===== src/rtl/sbrt_pkg.sv =====
// Package: register map, field positions and timing counts of the timer
package sbrt_pkg;
	// Byte addresses on the APB slave
	localparam logic [7:0] CTRL_OFFSET = 8'hc8;
	localparam logic [7:0] CLKSEL_OFFSET = 8'hcc;
	localparam logic [7:0] COUNT_OFFSET = 8'hd0;
	localparam logic [7:0] RELOAD_OFFSET = 8'hd4;
	localparam logic [7:0] IE_OFFSET = 8'hd8;
	// Control register fields
	localparam int CTRL_HIGH_FLAG_BIT = 7;
	localparam int CTRL_LOW_FLAG_BIT = 6;
	localparam int CTRL_LOW_IE_BIT = 5;
	localparam int CTRL_CAPTURE_BIT = 4;
	localparam int CTRL_SPLIT_BIT = 3;
	localparam int CTRL_RUN_BIT = 2;
	localparam int CTRL_CSS_BIT = 1;
	localparam int CTRL_XCLK_BIT = 0;
	localparam logic [7:0] CTRL_RESET = 8'h00;
	// Clock select register fields
	localparam int CLKSEL_LOW_BIT = 0;
	localparam int CLKSEL_HIGH_BIT = 1;
	localparam logic [1:0] CLKSEL_RESET = 2'h0;
	localparam logic [15:0] COUNT_RESET = 16'h0000;
	localparam logic [15:0] RELOAD_RESET = 16'h0000;
	// Prescaler ratios
	localparam int SYS_DIV = 12;
	localparam int EXT_DIV = 8;
endpackage


===== src/rtl/sbrt_tick_if.sv =====
// Interface: count enables from the prescaler to the counters
`timescale 1ns/1ps
interface sbrt_tick_if;
	logic sys_tick;
	logic div12_tick;
	logic ext8_tick;
	modport src (output sys_tick, output div12_tick, output ext8_tick);
	modport dst (input sys_tick, input div12_tick, input ext8_tick);
endinterface


===== src/rtl/sbrt_prescaler.sv =====
// Prescaler: divide by 12 and synchronised external clock divide by 8
`timescale 1ns/1ps
module sbrt_prescaler
	import sbrt_pkg::*;
#(
	parameter int SYS_DIV_P = SYS_DIV,
	parameter int EXT_DIV_P = EXT_DIV
) (
	input wire logic sys_clk_i,
	input wire logic rst_i,
	input wire logic ext_clk_i,
	sbrt_tick_if.src tick
);
	import sbrt_pkg::*;

	logic [3:0] div12_reg, div12_next;
	logic sync1_reg, sync2_reg, sync3_reg;
	logic [2:0] ext_cnt_reg, ext_cnt_next;
	logic ext_edge;

	////////////////////////////////////////////////////////////////
	always_comb begin
		ext_edge = sync2_reg & ~sync3_reg;
		div12_next = (div12_reg == 4'(SYS_DIV_P - 1)) ? 4'h0 :
			4'(div12_reg + 4'h1);
		ext_cnt_next = ext_cnt_reg;
		if (ext_edge) begin
			ext_cnt_next = 3'(ext_cnt_reg + 3'h1);
		end
	end

	always_ff @(posedge sys_clk_i or posedge rst_i) begin
		if (rst_i) begin
			div12_reg <= 4'h0;
			sync1_reg <= 1'b0;
			sync2_reg <= 1'b0;
			sync3_reg <= 1'b0;
			ext_cnt_reg <= 3'h0;
		end else begin
			div12_reg <= div12_next;
			// Slow external clock is sampled, never used as a clock
			sync1_reg <= ext_clk_i;
			sync2_reg <= sync1_reg;
			sync3_reg <= sync2_reg;
			ext_cnt_reg <= ext_cnt_next;
		end
	end

	assign tick.sys_tick = 1'b1;
	assign tick.div12_tick = (div12_reg == 4'(SYS_DIV_P - 1));
	// One enable per eighth rising edge of the external clock
	assign tick.ext8_tick = ext_edge &&
		(ext_cnt_reg == 3'(EXT_DIV_P - 1));
endmodule


===== src/rtl/sbrt_capture_sel.sv =====
// Capture trigger selection and edge detection
`timescale 1ns/1ps
module sbrt_capture_sel (
	input wire logic sys_clk_i,
	input wire logic rst_i,
	input wire logic source_i,
	input wire logic sof_pulse_i,
	input wire logic lfo_i,
	output logic event_o
);
	logic lfo_d_reg, lfo_d_next;

	always_comb begin
		lfo_d_next = lfo_i;
	end

	always_ff @(posedge sys_clk_i or posedge rst_i) begin
		if (rst_i) begin
			lfo_d_reg <= 1'b0;
		end else begin
			lfo_d_reg <= lfo_d_next;
		end
	end

	// 0 picks the frame event, 1 the oscillator falling edge
	assign event_o = source_i ? (lfo_d_reg & ~lfo_i) : sof_pulse_i;
endmodule


===== src/rtl/sbrt_top.sv =====
// Split byte reload timer with APB register access
`timescale 1ns/1ps

// Behaviour
// - Split mode: two independent 8-bit counters
// - Each byte reloads from its own register
// - Split mode: run control gates high byte only
// - Per-byte select: system clock or shared choice
// - Both bytes share one external clock select
// - High byte rollover sets high flag
// - Low byte rollover sets low flag
// - Interrupt on every high byte overflow
// - Low enable adds low byte overflow interrupt
// - Flags cleared only by software writing zero
// - External select gives external clock over 8
module sbrt_top (
	input wire logic sys_clk_i,
	input wire logic rst_i,
	input wire logic psel_i,
	input wire logic penable_i,
	input wire logic pwrite_i,
	input wire logic [7:0] paddr_i,
	input wire logic [31:0] pwdata_i,
	output logic [31:0] prdata_o,
	output logic pready_o,
	output logic pslverr_o,
	input wire logic ext_clk_i,
	input wire logic sof_pulse_i,
	input wire logic lfo_i,
	output logic irq_o
);
	import sbrt_pkg::*;

	sbrt_tick_if tick ();

	logic [7:0] ctrl_reg, ctrl_next;
	logic [1:0] clksel_reg, clksel_next;
	logic [7:0] cnt_hi_reg, cnt_hi_next;
	logic [7:0] cnt_lo_reg, cnt_lo_next;
	logic [7:0] rld_hi_reg, rld_hi_next;
	logic [7:0] rld_lo_reg, rld_lo_next;
	logic timer_ie_reg, timer_ie_next;
	logic [31:0] rdata_reg, rdata_next;
	logic slverr_reg, slverr_next;
	logic wr_en, rd_en, hit;
	logic ext_sel, split_on, capture_on, run_on;
	logic en_hi, en_lo, en_16;
	logic ovf_hi, ovf_lo;
	logic cap_event;
	logic [15:0] cnt_inc;
	logic [7:0] wbyte;
	logic sel_ctrl;
	logic sel_clksel;
	logic sel_count;
	logic sel_reload;
	logic sel_ie;
	logic irq_reg, irq_next;

	////////////////////////////////////////////////////////////////
	sbrt_prescaler u_prescaler (
		.sys_clk_i(sys_clk_i),
		.rst_i(rst_i),
		.ext_clk_i(ext_clk_i),
		.tick(tick)
	);

	sbrt_capture_sel u_capture (
		.sys_clk_i(sys_clk_i),
		.rst_i(rst_i),
		.source_i(ctrl_reg[CTRL_CSS_BIT]),
		.sof_pulse_i(sof_pulse_i),
		.lfo_i(lfo_i),
		.event_o(cap_event)
	);

	////////////////////////////////////////////////////////////////
	assign wr_en = psel_i & penable_i & pwrite_i;
	// Read data are latched in the setup cycle and stand through access
	assign rd_en = psel_i & ~penable_i & ~pwrite_i;
	assign wbyte = pwdata_i[7:0];
	assign split_on = ctrl_reg[CTRL_SPLIT_BIT];
	assign capture_on = ctrl_reg[CTRL_CAPTURE_BIT];
	assign run_on = ctrl_reg[CTRL_RUN_BIT];
	// Clock choice per byte: 1 is the system clock
	always_comb begin
		// One shared divided source for both bytes
		if (ctrl_reg[CTRL_XCLK_BIT]) begin
			ext_sel = tick.ext8_tick;
		end else begin
			ext_sel = tick.div12_tick;
		end
		en_hi = ext_sel;
		if (clksel_reg[CLKSEL_HIGH_BIT]) begin
			en_hi = tick.sys_tick;
		end
		en_lo = ext_sel;
		if (clksel_reg[CLKSEL_LOW_BIT]) begin
			en_lo = tick.sys_tick;
		end
	end
	assign en_16 = en_lo & run_on & ~capture_on;
	assign cnt_inc = 16'({cnt_hi_reg, cnt_lo_reg} + 16'h0001);

	always_comb begin
		cnt_hi_next = cnt_hi_reg;
		cnt_lo_next = cnt_lo_reg;
		ovf_hi = 1'b0;
		ovf_lo = 1'b0;
		if (split_on && !capture_on) begin
			// Low byte runs regardless of run control
			if (en_lo) begin
				if (cnt_lo_reg == 8'hff) begin
					ovf_lo = 1'b1;
					cnt_lo_next = rld_lo_reg;
				end else begin
					cnt_lo_next = 8'(cnt_lo_reg + 8'h01);
				end
			end
			if (en_hi && run_on) begin
				if (cnt_hi_reg == 8'hff) begin
					ovf_hi = 1'b1;
					cnt_hi_next = rld_hi_reg;
				end else begin
					cnt_hi_next = 8'(cnt_hi_reg + 8'h01);
				end
			end
		end else if (en_16) begin
			// 16-bit auto-reload; low byte flag still sets on its wrap
			ovf_lo = (cnt_lo_reg == 8'hff);
			if ({cnt_hi_reg, cnt_lo_reg} == 16'hffff) begin
				ovf_hi = 1'b1;
				cnt_hi_next = rld_hi_reg;
				cnt_lo_next = rld_lo_reg;
			end else begin
				cnt_hi_next = cnt_inc[15:8];
				cnt_lo_next = cnt_inc[7:0];
			end
		end else if (capture_on && run_on && en_lo) begin
			// Capture mode: free 16-bit count, wrap without reload
			ovf_lo = (cnt_lo_reg == 8'hff);
			ovf_hi = ({cnt_hi_reg, cnt_lo_reg} == 16'hffff);
			cnt_hi_next = cnt_inc[15:8];
			cnt_lo_next = cnt_inc[7:0];
		end
		if (wr_en && sel_count) begin
			cnt_lo_next = wbyte;
			cnt_hi_next = pwdata_i[15:8];
		end
	end

	////////////////////////////////////////////////////////////////
	always_comb begin
		ctrl_next = ctrl_reg;
		clksel_next = clksel_reg;
		rld_hi_next = rld_hi_reg;
		rld_lo_next = rld_lo_reg;
		timer_ie_next = timer_ie_reg;
		if (wr_en) begin
			if (sel_ctrl) begin
				ctrl_next = wbyte;
			end else if (sel_clksel) begin
				clksel_next = pwdata_i[1:0];
			end else if (sel_reload) begin
				rld_lo_next = wbyte;
				rld_hi_next = pwdata_i[15:8];
			end else if (sel_ie) begin
				timer_ie_next = pwdata_i[0];
			end
		end
		// Hardware only sets; a set in the clearing cycle wins
		if (ovf_hi) begin
			ctrl_next[CTRL_HIGH_FLAG_BIT] = 1'b1;
		end
		if (ovf_lo) begin
			ctrl_next[CTRL_LOW_FLAG_BIT] = 1'b1;
		end
		// Capture beats a reload write landing the same cycle
		if (capture_on && cap_event) begin
			rld_hi_next = cnt_hi_reg;
			rld_lo_next = cnt_lo_reg;
			// The high flag carries the capture request to the interrupt
			ctrl_next[CTRL_HIGH_FLAG_BIT] = 1'b1;
		end
	end

	// Built from next values so the request moves with the flags
	always_comb begin
		irq_next = 1'b0;
		if (timer_ie_next) begin
			if (ctrl_next[CTRL_HIGH_FLAG_BIT]) begin
				irq_next = 1'b1;
			end
			// Low byte joins only when its own enable is set
			if (ctrl_next[CTRL_LOW_IE_BIT] &&
				ctrl_next[CTRL_LOW_FLAG_BIT]) begin
				irq_next = 1'b1;
			end
		end
	end

	////////////////////////////////////////////////////////////////
	// Address decode shared by the write and read paths
	always_comb begin
		sel_ctrl = 1'b0;
		sel_clksel = 1'b0;
		sel_count = 1'b0;
		sel_reload = 1'b0;
		sel_ie = 1'b0;
		// Unmapped addresses leave every select low
		if (paddr_i == CTRL_OFFSET) begin
			sel_ctrl = 1'b1;
		end else if (paddr_i == CLKSEL_OFFSET) begin
			sel_clksel = 1'b1;
		end else if (paddr_i == COUNT_OFFSET) begin
			sel_count = 1'b1;
		end else if (paddr_i == RELOAD_OFFSET) begin
			sel_reload = 1'b1;
		end else if (paddr_i == IE_OFFSET) begin
			sel_ie = 1'b1;
		end
	end

	always_comb begin
		hit = 1'b1;
		rdata_next = 32'h0000_0000;
		if (sel_ctrl) begin
			rdata_next = {24'h00_0000, ctrl_reg};
		end else if (sel_clksel) begin
			rdata_next = {30'h0000_0000, clksel_reg};
		end else if (sel_count) begin
			rdata_next = {16'h0000, cnt_hi_reg, cnt_lo_reg};
		end else if (sel_reload) begin
			rdata_next = {16'h0000, rld_hi_reg, rld_lo_reg};
		end else if (sel_ie) begin
			rdata_next = {31'h0000_0000, timer_ie_reg};
		end else begin
			// Unmapped: reads zero and flags an error in access
			hit = 1'b0;
		end
		if (!rd_en) begin
			rdata_next = rdata_reg;
		end
		slverr_next = psel_i & ~penable_i & ~hit;
	end

	////////////////////////////////////////////////////////////////
	// Count bytes: written by software or advanced by ticks
	always_ff @(posedge sys_clk_i or posedge rst_i) begin
		if (rst_i) begin
			cnt_hi_reg <= COUNT_RESET[15:8];
			cnt_lo_reg <= COUNT_RESET[7:0];
		end else begin
			cnt_hi_reg <= cnt_hi_next;
			cnt_lo_reg <= cnt_lo_next;
		end
	end

	// Software state plus the hardware-set flags
	always_ff @(posedge sys_clk_i or posedge rst_i) begin
		if (rst_i) begin
			ctrl_reg <= CTRL_RESET;
			clksel_reg <= CLKSEL_RESET;
			rld_hi_reg <= RELOAD_RESET[15:8];
			rld_lo_reg <= RELOAD_RESET[7:0];
			timer_ie_reg <= 1'b0;
		end else begin
			ctrl_reg <= ctrl_next;
			clksel_reg <= clksel_next;
			rld_hi_reg <= rld_hi_next;
			rld_lo_reg <= rld_lo_next;
			timer_ie_reg <= timer_ie_next;
		end
	end

	// Registered so the pin never glitches while flags settle
	always_ff @(posedge sys_clk_i or posedge rst_i) begin
		if (rst_i) begin
			irq_reg <= 1'b0;
		end else begin
			irq_reg <= irq_next;
		end
	end

	// Read latch and error flag of the bus slave
	always_ff @(posedge sys_clk_i or posedge rst_i) begin
		if (rst_i) begin
			rdata_reg <= 32'h0000_0000;
			slverr_reg <= 1'b0;
		end else begin
			rdata_reg <= rdata_next;
			slverr_reg <= slverr_next;
		end
	end

	////////////////////////////////////////////////////////////////
	// Zero wait states; read data is registered in the setup cycle
	assign pready_o = 1'b1;
	assign prdata_o = rdata_reg;
	assign pslverr_o = slverr_reg & psel_i & penable_i;

	// Level request while any enabled flag stands
	assign irq_o = irq_reg;
endmodule


===== config.mk =====
export PLATFORM = sky130hd
export DESIGN_NAME = sbrt_top
export DESIGN_NICKNAME = d
export VERILOG_FILES = /design/src/rtl/sbrt_pkg.sv /design/src/rtl/sbrt_tick_if.sv /design/src/rtl/sbrt_prescaler.sv /design/src/rtl/sbrt_capture_sel.sv /design/src/rtl/sbrt_top.sv
export SDC_FILE = /design/constraint.sdc
export NUM_CORES = 1
export LEC_CHECK = 0
export ABC_AREA = 1
export BUFFER_PORTS_ARGS = -buffer_cell sky130_fd_sc_hd__buf_2
export CAP_MARGIN = 30
export CORE_MARGIN = 1
export CORE_UTILIZATION = 46
export CTS_BUF_LIST = sky130_fd_sc_hd__clkbuf_16
export DETAILED_ROUTE_END_ITERATION = 12
export GPL_ROUTABILITY_DRIVEN = 0
export PLACE_DENSITY = 0.79
export REMOVE_ABC_BUFFERS = 1
export SLEW_MARGIN = 20
export SYNTH_ARGS = -nofsm -noshare
export SYNTH_HDL_FRONTEND = slang
export SYNTH_HIERARCHICAL = 1
export SYNTH_SLANG_ARGS = --single-unit

===== constraint.sdc =====
create_clock -name sys_clk_i -period 2.1 [get_ports sys_clk_i]
set_input_delay 0.42 -clock sys_clk_i [delete_from_list [all_inputs] [get_ports sys_clk_i]]
set_output_delay 0.42 -clock sys_clk_i [all_outputs]
set_load 0.005 [all_outputs]

### Word level (Yosys, flattened, before mapping)

Cells that the tools add are included.

* output and inout port bits: 35
* input port bits: 48
* bits in registers: 88

* bitwise logic cells: 18
* add/sub/neg operators: 5
* multiplexer cells: 78
* equal/unequal tests: 14
* reduce and logical (&&, ||, !) cells: 17

Operators with widths (count)
* 2-to-1 mux 8 bit: 26
* 2-to-1 mux 16 bit: 4
* equality test 8 bit, second input constant: 7
* 2-to-1 mux 1 bit: 47
* adder 16 x 1 -> 16 bit, second input constant: 1
* adder 8 x 1 -> 8 bit, second input constant: 2
* equality test 16 bit, second input constant: 1
* bitwise AND 1 bit: 11
* logical AND 1 bit: 8
* NOT 1 bit: 7
* AND reduction 2 bit: 3
* adder 4 x 1 -> 4 bit, second input constant: 1
* equality test 4 bit, second input constant: 1
* 2-to-1 mux 4 bit: 1
* != test 2 x 1 -> 1 bit, second input constant: 2
* AND reduction 4 bit: 1
* nonzero test 2 bit: 2
* nonzero test 4 bit: 1
* adder 3 x 1 -> 3 bit, second input constant: 1
* equality test 3 bit, second input constant: 1
* != test 3 x 1 -> 1 bit, second input constant: 1
* != test 3 x 2 -> 1 bit, second input constant: 1
* AND reduction 3 bit: 1
* zero test 1 bit: 1

### Logic depth before layout (Yosys ltp)

Gate-level depths: netlist of the first run.

* word-level depth: 14
* gate-level depth with buffers: 15

### Hierarchy

Netlist of the first run, hierarchy kept.

By module, submodules not included
* sbrt_top: area an instance 4230.3 um^2, cells each 610, seq. area each 1526.5 um^2, instances 1
* sbrt_prescaler: area an instance 427.9 um^2, cells each 45, seq. area each 250.2 um^2, instances 1
* sbrt_capture_sel: area an instance 48.8 um^2, cells each 7, seq. area each 25.0 um^2, instances 1

### Least setup slack after synthesis of the first run

Ideal clock, no wire load.

* kind: flip-flop to flip-flop
* start point: register u_prescaler.ext_cnt_reg[0]
* end point: register cnt_lo_reg[1]
* buffers on the path: 1
* stages on the path, launching flop included: 15
* arrival time: 1.679 ns
* path slack: 0.297 ns
* path through: dfrtp_1 ha_1 ha_1 inv_1 nor2_1 nand2_1 nand3_1 nand3_1 nor2_1 nand2_4 nand2_4 buf_12 nand2_1 o211ai_1 nand2_1

* word-level cells in the longest chain between the ends: 9
* elaborated cells on any way between the ends: 13

Ends and longest elaborated chain
* start, declared: line sbrt_prescaler.sv:18 `logic [2:0] ext_cnt_reg, ext_cnt_next;`
* start signal, assigned: line sbrt_prescaler.sv:45 `ext_cnt_reg <= ext_cnt_next;`
* equality test 3 bit *: line sbrt_prescaler.sv:53 `(ext_cnt_reg == 3'(EXT_DIV_P - 1));`
* logical AND 1 bit *: line sbrt_prescaler.sv:52 `assign tick.ext8_tick = ext_edge &&`
* via tick.ext8_tick: line sbrt_tick_if.sv:6 `logic ext8_tick;`
* 2-to-1 mux 1 bit *: line sbrt_top.sv:87 `if (ctrl_reg[CTRL_XCLK_BIT]) begin`
* 2-to-1 mux 1 bit *: line sbrt_top.sv:97 `if (clksel_reg[CLKSEL_LOW_BIT]) begin`
* bitwise AND 1 bit (2 in a row): line sbrt_top.sv:101 `assign en_16 = en_lo & run_on & ~capture_on;`
* 2-to-1 mux 8 bit: line sbrt_top.sv:127 `end else if (en_16) begin`
* 2-to-1 mux 8 bit: line sbrt_top.sv:109 `if (split_on && !capture_on) begin`
* 2-to-1 mux 8 bit: line sbrt_top.sv:145 `if (wr_en && sel_count) begin`
* end signal, assigned: line sbrt_top.sv:251 `cnt_lo_reg <= COUNT_RESET[7:0];`
* end signal, assigned: line sbrt_top.sv:254 `cnt_lo_reg <= cnt_lo_next;`
* end, declared: line sbrt_top.sv:39 `logic [7:0] cnt_lo_reg, cnt_lo_next;`

The timed path passes the listed nets; every way through them passes the cells marked *.
A chain may end at the register's enable or synchronous reset.

### Worst setup path in the final report of the first run

* start point: register u_prescaler.ext_cnt_reg[0]
* end point: register cnt_hi_reg[5]

* word-level cells in the longest chain between the ends: 9
* elaborated cells on any way between the ends: 15

Ends and longest elaborated chain
* equality test 3 bit *: line sbrt_prescaler.sv:53
* logical AND 1 bit *: line sbrt_prescaler.sv:52
* via tick.ext8_tick: line sbrt_tick_if.sv:6
* 2-to-1 mux 1 bit *: line sbrt_top.sv:87
* 2-to-1 mux 1 bit: line sbrt_top.sv:97
* bitwise AND 1 bit (2 in a row): line sbrt_top.sv:101
* 2-to-1 mux 8 bit: line sbrt_top.sv:127
* 2-to-1 mux 8 bit: line sbrt_top.sv:109
* 2-to-1 mux 8 bit: line sbrt_top.sv:145
* end signal, assigned: line sbrt_top.sv:250 `cnt_hi_reg <= COUNT_RESET[15:8];`
* end signal, assigned: line sbrt_top.sv:253 `cnt_hi_reg <= cnt_hi_next;`
* end, declared: line sbrt_top.sv:38 `logic [7:0] cnt_hi_reg, cnt_hi_next;`

Marks and branches as above.

==> summary.txt, run 1 <==
Status
  • Status: complete, no violations

Floorplan
  • I/O Pins: 83
  • Die Wd: 103 um
  • Die ar.: 10600 um2
  • Cell Rows: 36
  • Core Area: 9860 um2
  • Initial Utilization: 0.477
  • Die Y: 103 um

Timing
  • Fin crit share: 0.914
  • Worst-margin pin slew: 523 ps
  • Worst hold slack: 192 ps
  • Final TNS setup: 0 ps
  • Fin crit period: 1920 ps
  • Final Max Slew Viols: 0
  • Slew headroom: 0.651
  • Final Skew: 6.99 ps
  • Final setup violation count: 0
  • Max Clock Freq: 521 MHz
  • Hold Vio Cnt, Final: 0

Global route
  • Global-route wire length before repair: 20.5 mm
  • Initial antenna violation count: 0
  • Largest net degree at the start of global routing: 62
  • Vias in the first global route: 4280
  • Tot GR Track Use: 0.252
  • Grt total ovfl: 0

Setup path
  • Kind of critical path: flop to flop
  • Startpoint Class: flop
  • Worst path most repeated cell: nand2_1
  • Critical path capture point type: flop
  • CP Cell Sequence: ha_1 > ha_1 > inv_1 > nor2_1 > nand2_1 > nand3_2 > nand3_2 > o21ai_2 > inv_1 > nor2_1 > inv_1 > nand2_1 > nand2_1 > nand2_1
  • Crit-path max cell delay: 380 ps
  • Worst Path Buf+Inv: 3
  • CP required: 2330 ps
  • R2R Path Start: u_prescaler/ext_cnt_reg[0]
  • R2R depth: 14
  • Worst path top cell family by delay: simple AND/OR/NAND/NOR gates
  • Worst endpoint data arrival time: 2150 ps
  • Capture point of the worst reg-to-reg path: cnt_hi_reg[5]
  • Slowest CP cell: dfrtp_1
  • Critical path peak fanout: 4
  • Reg2Reg Setup Slack: 180 ps

Logic synthesis
  • Synth Register Bits: 72
  • EDFF count, synth: 0
  • Most frequent cell after synthesis: nand2_1
  • Post-synth top area share: 0.383
  • Synth area leader: dfrtp_1
  • Synth top cells by count: nand2_1, inv_1, dfrtp_1, o21ai_0, nand3_1
  • Netlist cell types: 38
  • Synth warn: 6
  • Register area share after synthesis: 0.383
  • FFs w/ async S/R, synth: 1.00
  • Synthesized area per cell: 7.11 um2
  • Synth Instances: 662
  • Most used DFF post-synth: dfrtp_1
  • Synth top area cells: dfrtp_1, nand2_1, inv_1, o21ai_0, nand3_1
  • Post-Syn Area: 4710 um2

Drt
  • Detailed router's first-iteration violation count: 540
  • Final WL: 12.5 mm
  • DR vias: 4685
  • Drt pass-1 iters: 5
  • Remaining DRCs: 0
  • DR WL/cell: 14.6 um
  • Antenna Nets Post-Route: 0
  • DR vias/cell: 5.45

Hold path
  • WHS Path Cells: 1
  • Tightest Hold Check Type: input pin to flop
  • Hold path startpoint: ext_clk_i
  • Hold endpoint: u_prescaler/sync1_reg

Final layout
  • Share of layout cells above drive strength 1: 0.175
  • Largest register FFs: 16
  • Antenna fix cells: 0
  • NumNets Final: 775
  • Layout area overhead: 14.9%
  • Fill cells: 882
  • Finished Layout Cells: 859

Clock tree
  • CTS tree: done
  • Clk sinks: 72
  • CTS Buf Count: 9
  • Skew-Pair Late Insertion Delay: 340 ps
  • CTS root buf: clkbuf_16
  • Clock slew at reported path FFs: 50 ps
  • Bufs on Longest Clock Path: 2
  • H-tree levels: 3

Power and ir drop
  • Pwr/cell area: 617 nW/um2
  • Max VDD drop: 0.000331 V
  • LEAKAGE: 2.87 nW
  • Tot Pwr: 0.00333 W

Job
  • Max Cap Violations: 0

Placement
  • PortBufs: 49
  • Dpl cells: 841
  • Hpwl dp: 8.94 mm
## layer usage
| metal | vias to the layer above | GRT usage | routed length, um |
|---|---|---|---|
| met4 | 0 | 0.101 | 479 |
| met1 | 2135 | 0.330 | 5010 |
| li1 | 2199 | - | - |
| met3 | 49 | 0.0542 | 1310 |
| met5 | - | 0 | 0 |
| met2 | 302 | 0.406 | 5740 |
## report_power, final
group | total (W) | leakage (nW) | switching [W] | internal (W)
clock network | 0.00135 | 0.127 | 0.000577 | 0.000775
logic | 0.000387 | 1.86 | 0.000242 | 0.000145
registers | 0.00160 | 0.889 | 0.0000834 | 0.00151
total | 0.00333 | 2.87 | 0.000903 | 0.00243
## cell usage in the layout (no fill, tap or decap), types with 2 or more instances in the layout
master,n
nand2_1,208
inv_1,83
dfrtp_1,72
o21ai_0,59
nand3_1,55
buf_2,49
nor2_1,33
o211ai_1,19
conb_1,18
buf_4,18
a21oi_1,13
nand2_2,11
xor2_1,9
clkbuf_16,9
inv_2,8
o22ai_1,7
nor2_4,6
nand3_2,5
nor3_1,4
nand2_4,4
ha_1,4
o21ai_2,3
nand4_1,3
o21a_1,3
buf_12,3
nor3_4,2
clkinv_1,2
clkinv_2,2
## cell type report
| type | instances | area (um2) | area share |
|---|---|---|---|
| flip-flops and latches | 72 | 1800 | 0.333 |
| inverters | 90 | 338 | 0.0625 |
| repair buffers | 71 | 450 | 0.0833 |
| clock inverters | 6 | 28.8 | 0.00532 |
| well taps | 133 | 166 | 0.0308 |
| clock buffers | 9 | 225 | 0.0416 |
| multi-input cells | 478 | 2400 | 0.443 |
## how the worst max path moves through the flow
stage	start	end	slack (ps)	cells after the start
2_1_floorplan	rst_i	clksel_reg[0]	170	1
3_3_place_gp	u_prescaler/div12_reg[0]	cnt_lo_reg[1]	150	11
3_5_place_dp	u_prescaler/div12_reg[0]	cnt_lo_reg[1]	50	12
4_1_cts	u_prescaler/div12_reg[0]	cnt_lo_reg[1]	50	12
5_1_grt	u_prescaler/div12_reg[0]	cnt_hi_reg[5]	-8	13
6_report	u_prescaler/ext_cnt_reg[0]	cnt_hi_reg[5]	180	14
## cells by family after synthesis
family | after synthesis | synth area share
AOI/OAI and AO/OA | 108 | 0.131
other | 3 | 0.00239
xor gates and xnor gates | 10 | 0.0186
buffers and inverters | 127 | 0.130
and+or+nand+nor | 337 | 0.322
DFF | 72 | 0.383
adders and majority gates | 5 | 0.0133
## per-stage QoR
step / instance area, um2 / setup slack (ps) / util
after floorplan: 4490 / 167 / -
after global placement: 5080 / 154 / 0.515
after detailed placement: 5080 / 50.4 / 0.515
after CTS: 5340 / 54.0 / 0.542
after global routing: 5410 / -8.16 / 0.548
final: 5410 / 180 / 0.548
## timing repair
| item | CTS | global route |
|---|---|---|
| hold buffers | 1 | 0 |
| endpoints found under the setup margin | 0 | 16 |
| endpoints found under the hold margin | 1 | 0 |
| buffers inserted | 0 | 2 |
| resized for setup | 0 | 13 |
(Power assumes the default switching activity.)
==> inputs of run 2 (changes only) <==
BUFFER_PORTS_ARGS = -buffer_cell sky130_fd_sc_hd__buf_4   (was -buffer_cell sky130_fd_sc_hd__buf_2)
==> summary.txt, run 2 (synthesis gave the netlist of run 1 again) <==
Status
  • Status: complete, no violations

Timing
  • Final Max Slew Viols: 0
  • Final setup violation count: 0
  • Worst hold slack: 191 ps
  • Hold Vio Cnt, Final: 0
  • Max Clock Freq: 503 MHz
  • Final Skew: 9.64 ps
  • Final TNS setup: 0 ps
  • Slew headroom: 0.665
  • Worst-margin pin slew: 502 ps
  • RSZ-0062 raised after global routing: false
  • Fin crit share: 0.947
  • Fin crit period: 1990 ps

Drt
  • DR WL/cell: 14.7 um
  • Drt pass-1 iters: 5
  • Antenna Nets Post-Route: 0
  • DR vias: 4583
  • Remaining DRCs: 0
  • Final WL: 12.7 mm
  • DR vias/cell: 5.31
  • Detailed router's first-iteration violation count: 543

Setup path
  • Worst path top cell family by delay: simple AND/OR/NAND/NOR gates
  • Startpoint Class: flop
  • Critical path peak fanout: 8
  • Worst setup startpoint: u_prescaler/div12_reg[0]
  • Kind of critical path: flop to flop
  • Slowest CP cell: dfrtp_1
  • Worst Path Buf+Inv: 3
  • Crit-path max cell delay: 390 ps
  • Critical path capture point type: flop
  • Worst path most repeated cell: nand2_1
  • CP Cell Sequence: ha_1 > nand3_1 > inv_1 > nand2_1 > nand3_2 > nand3_2 > o21ai_1 > inv_1 > nand2_1 > inv_2 > nand2_1 > nand3_1
  • CP required: 2320 ps
  • R2R Path Start: u_prescaler/div12_reg[0]
  • Worst endpoint data arrival time: 2210 ps

Power and ir drop
  • LEAKAGE: 2.95 nW
  • P_sw: 0.000901 W
  • Combinational power share: 0.114
  • Switching Share: 0.250
  • Tot Pwr: 0.00360 W
  • Int Power: 0.00270 W
  • Pwr/cell area: 643 nW/um2
  • Max VDD drop: 0.000391 V
  • Sequential power share: 0.443
  • Power share of the clock group: 0.442

Final layout
  • Leading cell type in the layout, fill and taps excluded: nand2_1
  • Antenna fix cells: 0
  • Layout area overhead: 19.0%
  • Most frequent cells in the layout: nand2_1, inv_1, dfrtp_1
  • Area of the multi-input gates: 2390 um2
  • NumNets Final: 779
  • Area occupied by registers: 1800 um2
  • Fill cells: 889
  • Util after Layout: 0.568
  • Share of layout cells above drive strength 1: 0.178
  • Finished Layout Cells: 863
  • Largest register FFs: 16

Global route
  • Grt total ovfl: 0
  • Largest net degree at the start of global routing: 62
  • Tot GR Track Use: 0.256
  • Global-route wire length before repair: 20.5 mm
  • Initial antenna violation count: 0
  • Vias in the first global route: 4383

Placement
  • PortBufs: 49
  • Dpl cells: 844
  • Hpwl dp: 9.10 mm

Floorplan
  • Initial Utilization: 0.477
  • Die ar.: 10600 um2
  • Die Wd: 103 um
  • Cell Rows: 36
  • I/O Pins: 83
  • Core Area: 9860 um2
  • Die Y: 103 um

Clock tree
  • Bufs on Longest Clock Path: 2
  • CTS Buf Count: 9
  • Clock slew at reported path FFs: 60 ps
  • Clk sinks: 72
  • H-tree levels: 3
  • Skew-Pair Late Insertion Delay: 340 ps
  • CTS tree: done
  • CTS root buf: clkbuf_16

Job
  • Max Cap Violations: 0

Hold path
  • Hold path startpoint: ext_clk_i
  • Tightest Hold Check Type: input pin to flop
run 2: final timing paths:
path / end / slack [ps] / cells past startpoint
worst min-delay path: u_prescaler/sync1_reg / 190 / 1
max in group asynchronous: prdata_o[5] / 1120 / 4
worst min register to register: u_prescaler/sync2_reg / 350 / 0
worst max register to register: cnt_hi_reg[6] / 110 / 12
worst max-delay path: cnt_hi_reg[6] / 110 / 12
min in group asynchronous: u_capture/lfo_d_reg / 490 / 3
run 2: power by group through the flow:
stage	combinational [W]	clock [W]	sequential, W
after global placement	0.000391	0	0.00161
after detailed placement	0.000405	0	0.00162
after global routing	0.000484	0.00167	0.00161
after CTS	0.000412	0.00162	0.00160
final	0.000412	0.00159	0.00160
after floorplan	0.000247	0	0.00160
run 2: area by class of cell:
class,instances,area share
Tap cell,133,0.0297
Multi-Input combinational cell,478,0.427
Inverter,90,0.0603
Clock inverter,6,0.0138
Clock buffer,9,0.0402
Sequential cell,72,0.322
Timing Repair Buffer,75,0.108
run 2: metrics by stage:
stage                     setup WS (ps)  cell area [um2]
final                               111             5600
after global routing               2.40             5600
after CTS                          25.2             5540
after detailed placement           60.1             5230
after global placement              130             5230
after floorplan                     167             4490
run 2: metal layers:
layer	up-vias	track usage	share of wire
met5	-	0	0
met4	0	0.127	0.029
met3	29	0.0631	0.090
met2	244	0.407	0.48
met1	2099	0.324	0.41
li1	2211	-	-
run 2: what timing repair did:
| action | 4_1_cts | 5_1_grt |
|---|---|---|
| endpoints found under the setup margin | 0 | 16 |
| buffers inserted | 0 | 3 |
| gates resized for setup | 0 | 11 |
| hold buffers | 1 | 0 |
| hold endpoints to repair | 1 | 0 |
==> inputs of run 3 (changes only) <==
CTS_CLUSTER_SIZE = 16   (was default)
SYNTH_HIERARCHICAL = default   (was 1)
==> summary.txt, run 3 <==
Status
  • Status: complete, no violations

Drt
  • Drt pass-1 iters: 7
  • DR vias/cell: 5.36
  • DR WL/cell: 14.9 um
  • Remaining DRCs: 0
  • DR vias: 4492
  • Final WL: 12.5 mm
  • Detailed router's first-iteration violation count: 374
  • Antenna Nets Post-Route: 0

Logic synthesis
  • Synth warn: 0
  • Synth top cells by count: nand2_1, inv_1, dfrtp_1, o21ai_0, nor2_1
  • Synth Instances: 632
  • Synth Register Bits: 72
  • Most used DFF post-synth: dfrtp_1
  • Netlist cell types: 43
  • Most frequent cell after synthesis: nand2_1
  • EDFF count, synth: 0
  • Synth top area cells: dfrtp_1, nand2_1, o21ai_0, inv_1, nor2_1
  • Synthesized area per cell: 7.32 um2
  • Synth area leader: dfrtp_1
  • Register area share after synthesis: 0.390
  • Post-synth top area share: 0.390
  • Post-Syn Area: 4620 um2
  • FFs w/ async S/R, synth: 1.00

Setup path
  • Kind of critical path: flop to flop
  • R2R Path Start: u_prescaler.ext_cnt_reg[0]
  • CP Cell Sequence: ha_1 > ha_1 > nand4_1 > nand3_2 > nand3_1 > nand3_2 > inv_1 > nand2_1 > nand3_1
  • Worst Path Buf+Inv: 1
  • Worst path top cell family by delay: simple AND/OR/NAND/NOR gates
  • Reg2Reg Setup Slack: 160 ps
  • Capture point of the worst reg-to-reg path: cnt_hi_reg[3]
  • Worst endpoint data arrival time: 2210 ps
  • Crit-path max cell delay: 390 ps
  • Slowest CP cell: dfrtp_1
  • R2R depth: 9
  • CP required: 2370 ps
  • Critical path capture point type: flop
  • Critical path peak fanout: 9
  • Startpoint Class: flop

Power and ir drop
  • LEAKAGE: 2.78 nW
  • Pwr/cell area: 675 nW/um2
  • Tot Pwr: 0.00372 W
  • Max VDD drop: 0.000331 V

Clock tree
  • Skew-Pair Late Insertion Delay: 340 ps
  • Bufs on Longest Clock Path: 2
  • CTS root buf: clkbuf_16
  • Clock slew at reported path FFs: 60 ps
  • Clk sinks: 72
  • CTS Buf Count: 9
  • CTS tree: done
  • H-tree levels: 3

Timing
  • Final Skew: 4.98 ps
  • Final setup violation count: 0
  • Setup WS post-layout: 162 ps
  • Final Max Slew Viols: 0
  • Fin crit period: 1940 ps
  • RSZ-0062 raised after global routing: false
  • Hold Vio Cnt, Final: 0
  • Fin crit share: 0.923
  • Max Clock Freq: 516 MHz

Global route
  • Grt total ovfl: 0
  • Initial antenna violation count: 0
  • Tot GR Track Use: 0.259
  • Largest net degree at the start of global routing: 34
  • Global-route wire length before repair: 20.5 mm
  • Vias in the first global route: 4192

Hold path
  • Tightest Hold Check Type: input pin to asynchronous set/reset pin

Final layout
  • Leading cell type in the layout, fill and taps excluded: nand2_1
  • NumNets Final: 753
  • Layout area overhead: 19.0%
  • Antenna fix cells: 0
  • Fill cells: 901
  • Share of layout cells above drive strength 1: 0.172
  • Largest register FFs: 16
  • Most frequent cells in the layout: nand2_1, inv_1, buf_4

Floorplan
  • Core Area: 9770 um2
  • Cell Rows: 36
  • I/O Pins: 83
  • Die ar.: 10500 um2
  • Initial Utilization: 0.473
  • Die Y: 102 um
  • Die Wd: 102 um

Placement
  • Hpwl dp: 9.23 mm
  • PortBufs: 49
  • DP Worst Slack: 62.9 ps

Job
  • Max Cap Violations: 0
==> run 3: per-layer routing <==
layer / share of wire / wire length (um) / GRT usage / up-vias
met1: 0.43 / 5410 / 0.345 / 2078
met5: 0 / 0 / 0 / -
met3: 0.069 / 859 / 0.0342 / 40
met2: 0.47 / 5860 / 0.415 / 221
li1: - / - / - / 2153
met4: 0.032 / 402 / 0.127 / 0
==> run 3: final cells by class <==
type                       instances  area [um2]  area share
inverter                          86         323      0.0587
timing repair buffer              77         616       0.112
tap                              133         166      0.0302
clock inverter                     7        31.3     0.00568
clock buffer                       9         225      0.0409
multi-input combinational        454        2340       0.425
sequential                        72        1800       0.327
==> run 3: kinds of logic (layout without fill, tap and decap cells) <==
group | after synthesis | in the layout | synth area share
DFF | 72 | 72 | 0.390
and+or+nand+nor | 286 | 286 | 0.279
xor gates and xnor gates | 15 | 15 | 0.0284
AOI/OAI and AO/OA | 129 | 129 | 0.163
buffers and inverters | 121 | 179 | 0.120
adders and majority gates | 5 | 5 | 0.0135
other | 2 | 17 | 0.00162
muxes | 2 | 2 | 0.00487
==> run 3: worst max path at each step <==
stage                                     from            end  cells after the start
floorplan                                rst_i  clksel_reg[0]                      1
global placement                    paddr_i[0]  cnt_lo_reg[3]                     10
global route        u_prescaler.ext_cnt_reg[0]  cnt_hi_reg[1]                      8
CTS                              cnt_lo_reg[0]  cnt_hi_reg[3]                     10
finish              u_prescaler.ext_cnt_reg[0]  cnt_hi_reg[3]                      9
detailed placement                  paddr_i[0]  cnt_lo_reg[3]                     10
==> run 3: through the flow <==
stage / utilization / TNS (ps) / cells / instance area, um2 / hold WS, ps
global placement: 0.534 / 0 / 821 / 5220 / 335
detailed placement: 0.534 / 0 / 821 / 5220 / 339
CTS: 0.561 / 0 / 837 / 5480 / 93.1
global route: 0.563 / 0 / 838 / 5500 / 111
floorplan: - / -10430 / 612 / 4450 / 331
finish: 0.563 / 0 / 838 / 5500 / 83.4
==> run 3: worst register-to-register path, cell delays in order, from the launching register on <==
cell and delay (ps):
dfrtp_1 390, ha_1 210, ha_1 170, nand4_1 130
nand3_2 190, nand3_1 160, nand3_2 220, inv_1 250
nand2_1 80, nand3_1 80
==> run 3: repair_timing <==
action,in CTS,in global routing
hold buffers,0,0
buffers inserted,0,1
gates resized for setup,0,4
setup endpoints to repair,0,7
==> run 3: power breakdown <==
part	internal (W)	switching (W)
sequential	0.00155	0.000136
combinational	0.000298	0.000395
clock	0.000777	0.000565
total	0.00262	0.00109
